[src/design/cfil_pkg.sv]
// Constants for the CAN FIFO interrupt enable and status block.
// Assumes a 32-bit APB register bus clocked by mclk at 20 MHz.
package cfil_pkg;

   // =======================================================
   // Register offsets (byte addresses)
   localparam logic [7:0] OFS_ENABLE_STATUS = 8'h00;
   localparam logic [7:0] OFS_EVENT_STATUS  = 8'h04;
   localparam logic [7:0] OFS_EVENT_MASK    = 8'h08;
   localparam logic [7:0] OFS_LIVE_COND     = 8'h0c;

   // =======================================================
   // Field positions in the enable and status register
   localparam int BIT_TX_NOT_FULL_EN = 26;
   localparam int BIT_TX_HALF_EN     = 25;
   localparam int BIT_TX_DRAINED_EN  = 24;
   localparam int BIT_RX_OVERRUN_EN  = 19;
   localparam int BIT_RX_FULL_EN     = 18;
   localparam int BIT_RX_HALF_EN     = 17;
   localparam int BIT_RX_HAS_DATA_EN = 16;
   localparam int BIT_TX_NOT_FULL_FL = 10;

   // =======================================================
   // Condition vector index (7 conditions)
   localparam int NUM_COND        = 7;
   localparam int IX_RX_HAS_DATA  = 0;
   localparam int IX_RX_HALF      = 1;
   localparam int IX_RX_FULL      = 2;
   localparam int IX_RX_OVERRUN   = 3;
   localparam int IX_TX_DRAINED   = 4;
   localparam int IX_TX_HALF      = 5;
   localparam int IX_TX_NOT_FULL  = 6;

   // =======================================================
   // Masks and reset values
   localparam logic [31:0] ENABLE_WR_MASK    = 32'h070f0000;
   localparam logic [31:0] ENABLE_RESET      = 32'h00000000;
   localparam logic [6:0]  COND_RESET        = 7'h00;
   localparam logic [31:0] RDATA_RESET       = 32'h00000000;

   // =======================================================
   // APB slave phases, Gray coded along idle, setup, access
   typedef enum logic [1:0] {
      CFIL_IDLE   = 2'b00,
      CFIL_SETUP  = 2'b01,
      CFIL_ACCESS = 2'b11
   } cfil_apb_state_t;

endpackage

[src/design/cfil_cond_gen.sv]
// Condition builder: turns FIFO fill signals and direction into seven condition levels.
// Assumes fill signals are synchronous to mclk and come from the FIFO core.
`timescale 1ns/10ps
module cfil_cond_gen (
   // FIFO state
   input  wire logic       fifo_direction_transmit,
   input  wire logic       fifo_full,
   input  wire logic       fifo_half,
   input  wire logic       fifo_empty,
   input  wire logic       overrun_seen,
   // Conditions
   output logic [6:0]      cond
);

   // =======================================================
   // Transmit conditions exist only in transmit direction
   wire tx_dir = fifo_direction_transmit;
   wire rx_dir = ~fifo_direction_transmit;

   assign cond[cfil_pkg::IX_TX_NOT_FULL] = tx_dir & ~fifo_full;
   assign cond[cfil_pkg::IX_TX_HALF]     = tx_dir & fifo_half;
   assign cond[cfil_pkg::IX_TX_DRAINED]  = tx_dir & fifo_empty;

   // =======================================================
   // Receive conditions
   assign cond[cfil_pkg::IX_RX_OVERRUN]  = rx_dir & overrun_seen;
   assign cond[cfil_pkg::IX_RX_FULL]     = rx_dir & fifo_full;
   assign cond[cfil_pkg::IX_RX_HALF]     = rx_dir & fifo_half;
   assign cond[cfil_pkg::IX_RX_HAS_DATA] = rx_dir & ~fifo_empty;

endmodule // cfil_cond_gen

[src/design/cfil_event_catch.sv]
// Sticky event catcher: a rising condition sets its bit, write-one clears it.
// Assumes a synchronous active-low reset and conditions synchronous to mclk.
`timescale 1ns/10ps
module cfil_event_catch (
   // Clock and reset
   input  wire logic       mclk,
   input  wire logic       rst_n,
   // Conditions and clear strobes
   input  wire logic [6:0] cond,
   input  wire logic [6:0] clear,
   // Sticky bits
   output logic [6:0]      sticky
);

   logic [6:0] prev_reg;
   logic [6:0] sticky_reg;

   // =======================================================
   // One catcher per condition; a set in the clear cycle wins
   genvar i;
   generate
      for (i = 0; i < cfil_pkg::NUM_COND; i = i + 1) begin : g_bit
         wire rise       = cond[i] & ~prev_reg[i];
         wire bit_next   = rise | (sticky_reg[i] & ~clear[i]);
         always_ff @(posedge mclk) begin
            if (!rst_n) begin
               prev_reg[i]   <= 1'b0;
               sticky_reg[i] <= 1'b0;
            end else begin
               prev_reg[i]   <= cond[i];
               sticky_reg[i] <= bit_next;
            end
         end
      end
   endgenerate

   assign sticky = sticky_reg;

endmodule // cfil_event_catch

[src/design/cfil_fifo_irq.sv]
// FIFO interrupt enable and status register with APB slave and two interrupt outputs.
// Assumes one mclk domain, synchronous reset, and FIFO signals synchronous to mclk.
//
// Function
// - Bit 26 is a writable enable that lets the transmit not-full condition interrupt.
// - Bit 25 is a writable enable that lets the transmit half-full condition interrupt.
// - Bit 24 is a writable enable that lets the transmit empty condition interrupt.
// - Bit 19 is a writable enable that lets a receive overflow event interrupt.
// - Bit 18 is a writable enable that lets the receive full condition interrupt.
// - Bit 17 is a writable enable that lets the receive half-full condition interrupt.
// - Bit 16 is a writable enable that lets a non-empty receive FIFO interrupt.
// - In transmit direction bit 10 reads one while space is left and zero when full.
// - In receive direction bit 10 is unused and reads zero.
// - Bit 10 ignores writes and follows the live fill state, never latching.
// - Bits 31-27, 23-20 and 15-11 read zero and ignore writes.
//
// Our own choices: the register offsets and the APB slave port.
`timescale 1ns/10ps
module cfil_fifo_irq (
   // Clock and reset
   input  wire logic        mclk,
   input  wire logic        rst_n,
   // APB slave
   input  wire logic        psel,
   input  wire logic        penable,
   input  wire logic        pwrite,
   input  wire logic [7:0]  paddr,
   input  wire logic [31:0] pwdata,
   output logic [31:0]      prdata,
   output logic             pready,
   output logic             pslverr,
   // FIFO core
   input  wire logic        fifo_direction_transmit,
   input  wire logic        fifo_full,
   input  wire logic        fifo_half,
   input  wire logic        fifo_empty,
   input  wire logic        fifo_overflow,
   // Interrupts
   output logic             fifo_irq,
   output logic             irq
);

   // =======================================================
   // Storage
   cfil_pkg::cfil_apb_state_t state_reg;
   cfil_pkg::cfil_apb_state_t state_next;

   logic [31:0] enable_reg;
   logic [31:0] enable_next;
   logic [6:0]  mask_reg;
   logic [6:0]  mask_next;
   logic        overrun_seen_reg;
   logic        overrun_seen_next;
   logic [31:0] prdata_reg;
   logic [31:0] prdata_next;
   logic        pslverr_reg;
   logic        pslverr_next;

   // =======================================================
   // Condition and event nets
   logic [6:0]  cond;
   logic [6:0]  sticky;
   logic [6:0]  clear;
   logic [6:0]  irq_en;

   // =======================================================
   // APB phase tracking
   wire setup_phase  = psel & ~penable;
   wire access_phase = psel & penable;

   always_comb begin
      state_next = state_reg;
      case (state_reg)
         cfil_pkg::CFIL_IDLE: begin
            if (setup_phase) begin
               state_next = cfil_pkg::CFIL_SETUP;
            end
         end
         cfil_pkg::CFIL_SETUP: begin
            if (access_phase) begin
               state_next = cfil_pkg::CFIL_ACCESS;
            end else if (!psel) begin
               state_next = cfil_pkg::CFIL_IDLE;
            end
         end
         cfil_pkg::CFIL_ACCESS: begin
            if (setup_phase) begin
               state_next = cfil_pkg::CFIL_SETUP;
            end else begin
               state_next = cfil_pkg::CFIL_IDLE;
            end
         end
         default: begin
            state_next = cfil_pkg::CFIL_IDLE;
         end
      endcase
   end

   always_ff @(posedge mclk) begin
      if (!rst_n) begin
         state_reg <= cfil_pkg::CFIL_IDLE;
      end else begin
         state_reg <= state_next;
      end
   end

   // =======================================================
   // Address decode
   wire hit_enable = (paddr == cfil_pkg::OFS_ENABLE_STATUS);
   wire hit_event  = (paddr == cfil_pkg::OFS_EVENT_STATUS);
   wire hit_mask   = (paddr == cfil_pkg::OFS_EVENT_MASK);
   wire hit_live   = (paddr == cfil_pkg::OFS_LIVE_COND);
   wire hit_any    = hit_enable | hit_event | hit_mask | hit_live;

   // Read data is captured in setup, so the access cycle answers at once
   wire capture    = setup_phase & (state_reg != cfil_pkg::CFIL_SETUP);
   wire wr_commit  = access_phase & pwrite & hit_any;

   wire wr_enable  = wr_commit & hit_enable;
   wire wr_event   = wr_commit & hit_event;
   wire wr_mask    = wr_commit & hit_mask;

   assign pready   = access_phase;
   assign pslverr  = pslverr_reg & access_phase;
   assign prdata   = prdata_reg;

   // =======================================================
   // Packing of seven-bit vectors into register layout
   function automatic logic [31:0] cfil_pack(input logic [6:0] v);
      logic [31:0] w;
      w        = 32'h00000000;
      w[26:24] = v[6:4];
      w[19:16] = v[3:0];
      return w;
   endfunction

   function automatic logic [6:0] cfil_unpack(input logic [31:0] w);
      logic [6:0] v;
      v      = 7'h00;
      v[6:4] = w[26:24];
      v[3:0] = w[19:16];
      return v;
   endfunction

   // =======================================================
   // Enable register: only the seven enable bits store data
   assign enable_next = wr_enable ? (pwdata & cfil_pkg::ENABLE_WR_MASK)
                                  : enable_reg;

   always_ff @(posedge mclk) begin
      if (!rst_n) begin
         enable_reg <= cfil_pkg::ENABLE_RESET;
      end else begin
         enable_reg <= enable_next;
      end
   end

   assign irq_en[cfil_pkg::IX_TX_NOT_FULL] = enable_reg[cfil_pkg::BIT_TX_NOT_FULL_EN];
   assign irq_en[cfil_pkg::IX_TX_HALF]     = enable_reg[cfil_pkg::BIT_TX_HALF_EN];
   assign irq_en[cfil_pkg::IX_TX_DRAINED]  = enable_reg[cfil_pkg::BIT_TX_DRAINED_EN];
   assign irq_en[cfil_pkg::IX_RX_OVERRUN]  = enable_reg[cfil_pkg::BIT_RX_OVERRUN_EN];
   assign irq_en[cfil_pkg::IX_RX_FULL]     = enable_reg[cfil_pkg::BIT_RX_FULL_EN];
   assign irq_en[cfil_pkg::IX_RX_HALF]     = enable_reg[cfil_pkg::BIT_RX_HALF_EN];
   assign irq_en[cfil_pkg::IX_RX_HAS_DATA] = enable_reg[cfil_pkg::BIT_RX_HAS_DATA_EN];

   // =======================================================
   // Overflow is a pulse; hold it until software clears its event bit
   assign clear = wr_event ? cfil_unpack(pwdata) : 7'h00;

   assign overrun_seen_next = fifo_overflow
                            | (overrun_seen_reg & ~clear[cfil_pkg::IX_RX_OVERRUN]);

   always_ff @(posedge mclk) begin
      if (!rst_n) begin
         overrun_seen_reg <= 1'b0;
      end else begin
         overrun_seen_reg <= overrun_seen_next;
      end
   end

   // =======================================================
   // Live conditions from the FIFO fill state
   cfil_cond_gen u_cond (
      .fifo_direction_transmit (fifo_direction_transmit),
      .fifo_full               (fifo_full),
      .fifo_half               (fifo_half),
      .fifo_empty              (fifo_empty),
      .overrun_seen            (overrun_seen_reg),
      .cond                    (cond)
   );

   wire tx_not_full_flag = cond[cfil_pkg::IX_TX_NOT_FULL];

   // =======================================================
   // Sticky events, write one to clear
   cfil_event_catch u_catch (
      .mclk   (mclk),
      .rst_n  (rst_n),
      .cond   (cond),
      .clear  (clear),
      .sticky (sticky)
   );

   assign mask_next = wr_mask ? cfil_unpack(pwdata) : mask_reg;

   always_ff @(posedge mclk) begin
      if (!rst_n) begin
         mask_reg <= cfil_pkg::COND_RESET;
      end else begin
         mask_reg <= mask_next;
      end
   end

   // =======================================================
   // Read multiplexer
   logic [31:0] enable_view;
   logic [31:0] rd_word;

   always_comb begin
      enable_view                              = enable_reg & cfil_pkg::ENABLE_WR_MASK;
      enable_view[cfil_pkg::BIT_TX_NOT_FULL_FL] = tx_not_full_flag;
   end

   always_comb begin
      rd_word = 32'h00000000;
      if (hit_enable) begin
         rd_word = enable_view;
      end else if (hit_event) begin
         rd_word = cfil_pack(sticky);
      end else if (hit_mask) begin
         rd_word = cfil_pack(mask_reg);
      end else if (hit_live) begin
         rd_word = cfil_pack(cond);
      end
   end

   assign prdata_next  = (capture && !pwrite) ? rd_word : prdata_reg;
   assign pslverr_next = capture ? ~hit_any : pslverr_reg;

   always_ff @(posedge mclk) begin
      if (!rst_n) begin
         prdata_reg  <= cfil_pkg::RDATA_RESET;
         pslverr_reg <= 1'b0;
      end else begin
         prdata_reg  <= prdata_next;
         pslverr_reg <= pslverr_next;
      end
   end

   // =======================================================
   // Interrupt outputs
   assign fifo_irq = |(cond & irq_en);
   assign irq      = |(sticky & mask_reg);

endmodule // cfil_fifo_irq

[config.mk]
export PLATFORM = sky130hd
export DESIGN_NAME = cfil_fifo_irq
export DESIGN_NICKNAME = d
export VERILOG_FILES = /design/src/design/cfil_pkg.sv /design/src/design/cfil_cond_gen.sv /design/src/design/cfil_event_catch.sv /design/src/design/cfil_fifo_irq.sv
export SDC_FILE = /design/constraint.sdc
export NUM_CORES = 1
export LEC_CHECK = 0
export ABC_AREA = 1
export BUFFER_PORTS_ARGS = -buffer_cell sky130_fd_sc_hd__buf_2
export CAP_MARGIN = 0
export CORE_MARGIN = 2
export CORE_UTILIZATION = 44
export CTS_CLUSTER_SIZE = 40
export DETAILED_ROUTE_END_ITERATION = 8
export PLACE_DENSITY_LB_ADDON = 0.05
export SYNTH_ARGS = -nofsm -noshare
export SYNTH_HDL_FRONTEND = slang
export SYNTH_SLANG_ARGS = --single-unit
[constraint.sdc]
create_clock -name mclk -period 1.1 [get_ports mclk]
set_input_delay 0.165 -clock mclk [delete_from_list [all_inputs] [get_ports mclk]]
set_output_delay 0.165 -clock mclk [all_outputs]
set_load 0.05 [all_outputs]
==> results.toml <==
[die]
std_cell_rows = 25
pin_count = 86
die_w_um = 74.2
initial_core_util_pct = 45.7
core_um2 = 4750
die_h_um = 74.2
die_area_um2 = 5510

[power_and_ir_drop]
p_int_mw = 2.32
p_per_area_nw_per_um2 = 1100
pwr-share-seq_pct = 46.0
combPwrFrac_pct = 16.8
p_leak_nw = 1.47
switchingPower_uw = 960
clkPwrFrac_pct = 37.2
switching_share_pct = 29.3
worst_ir_drop_vdd_mv = 0.621

[cells_and_area]
area_growth_pct = 37.3
regArea_um2 = 810
stdcell_count = 458
mostFrequentLayoutCells = "72 x nand2_1, 39 x buf_4, 38 x inv_1"
multi_input_area_um2 = 1230
final_common_cell = "nand2_1"
drive_above_1_share_pct = 38.1
fillCellCount = 451
nets = 440
largest_reg_flops = 8
design_area_um2 = 2980
antenna_cells = 0

[critical_path]
timing.rr.start = "state_reg[0]"
cp_cell_sequence = "nand2_2 -> inv_2 -> a221oi_2 -> nand2_2 -> buf_8"
crit_fanout = 2
critPathLaunchType = "flip-flop"
critPathLaunch = "overrun_seen_reg"
crit_path_end_kind = "output pin"
crit_type = "flip-flop to output pin"
slowest_stage = "dfxtp_2"
crit_arrival_ns = 1.30
required_ns = 0.94
cpPeakStageDelay_ns = 0.35
crit_path_frequent_cell = "nand2_2"

[outcome]
violations = "setup timing"
status = "finished, violations left"

[min_path]
hp-start = "fifo_overflow"
min_path_type = "input pin to flip-flop"

[yosys]
avgSynthCellArea_um2 = 6.96
seq_area_frac_synth_pct = 36.9
yosysWarnings = 0
ys_types = 26
synth_cells = 312
synth_area_um2 = 2170
ys_seq_elements = 40

[placement]
dpl_cell_area_um2 = 2650
dp_hpwl_mm = 4.21
io_buffers = 36
routabilityCongestion = 0.865
dp_cells = 443

[global_routing]
grt_overflow = 0
grt_max_degree = 31
grt_usage_pct = 21.5
grt_pass1_wl_mm = 8.79
grt_pass1_vias = 1855
antenna_found_initial = 0

[clock_network]
cts.sinks = 40
h-tree-depth = 2
cts_tree = "done"
clk-insertion-delay-late_ns = 0.30
cts_buffers = 5
root_buffer = "clkbuf_8"
clk_pin_slew_worst_paths_ns = 0.08
postCtsHoldBufs = 0
clock_path_buffers = 2

[route]
drc = 0
via_per_inst = 4.67
wirelength_mm = 5.57
vias = 2141
first_iter_violations = 106
wl_per_cell_um = 12.2
firstDrtPassIters = 4
route.antenna.remaining_nets = 0

[sta]
whs_ns = 0.0686
rsz0062_at_grt = "true"
max_freq_mhz = 685
fin_crit_sh_pct = 133
skew_ns = 0.00230
fin_crit_ns = 1.46
drv_slew = 0
hold_viol = 0
finalWorstSetupSlack_ns = -0.361
setup_viol = 10

[job]
cap_violations = 0
==> metal layers <==
metal  global-route usage (%)  wire (µm)  vias to the layer above
met5                        0          0                        -
met4                     8.93        165                        0
met3                     4.20        333                       18
met2                     34.0       2550                       72
met1                     28.9       2520                      961
li1                         -          -                     1090
==> area by class of cell <==
| cell class | count | share of cell area (%) |
|---|---|---|
| multi-input cells | 219 | 41.2 |
| clock buffers | 5 | 2.31 |
| repair buffers | 78 | 19.2 |
| flip-flops and latches | 40 | 27.2 |
| inverters | 46 | 5.88 |
| well taps | 67 | 2.81 |
| clock inverters | 3 | 1.43 |
==> worst max-delay path: cells and delay by family (launching register included) <==
family                 cells  cell delay [ns]
DFF                        1             0.35
buffers and inverters      2             0.20
and+or+nand+nor            2             0.16
AOI/OAI and AO/OA          1             0.29
==> power groups by stage <==
| stage | clock network, mW | registers [mW] | logic, mW |
|---|---|---|---|
| floorplan | 0 | 1.54 | 0.411 |
| global placement | 0 | 1.54 | 0.518 |
| detailed placement | 0 | 1.54 | 0.519 |
| CTS | 1.24 | 1.51 | 0.533 |
| global route | 1.30 | 1.51 | 0.594 |
| finish | 1.22 | 1.51 | 0.551 |
==> cells by family (layout without fill, tap and decap cells) <==
family	Yosys count	count (layout)	share of synthesized area, %
other	1	24	0.173
AOI/OAI and AO/OA	51	51	12.6
DFF	40	40	36.9
and+or+nand+nor	143	144	32.4
buffers and inverters	77	132	17.9
==> cell usage after synthesis, drive strengths merged <==
master  count  area, µm²
a21oi      27        135
o21ai      14       70.1
inv        46        173
nand4       9       56.3
nor2       47        255
conb        1       3.75
dfxtp      40        801
clkbuf      4       15.0
nand3       4       50.0
o22ai       8       50.1
buf        27        201
nor3        2       21.3
nand2      81        322
a221oi      2       17.5
==> final timing paths <==
check | end | slack, ns | cells past startpoint
setup reg to reg | prdata[17] | -0.13 | 7
hold / removal | overrun_seen_reg | 0.07 | 3
setup / recovery | fifo_irq | -0.36 | 5
hold reg to reg | u_catch.sticky[6] | 0.43 | 1
==> metrics by stage <==
step | utilization [%] | setup WS, ns | power [mW] | setup TNS, ns
floorplan | - | -0.136 | 1.95 | -0.340
global route | 62.7 | -0.464 | 3.41 | -2.34
CTS | 60.1 | -0.375 | 3.28 | -1.05
global placement | 55.8 | -0.234 | 2.06 | -5.41
detailed placement | 55.8 | -0.220 | 2.06 | -5.55
finish | 62.7 | -0.361 | 3.28 | -1.47
==> repair_timing <==
| item | CTS | global route |
|---|---|---|
| gates cloned | 0 | 1 |
| pin swaps | 9 | 11 |
| buffers inserted | 0 | 6 |
| setup endpoints to repair | 11 | 22 |
| gates resized for setup | 30 | 22 |
Power figures use the tool's default switching activity.
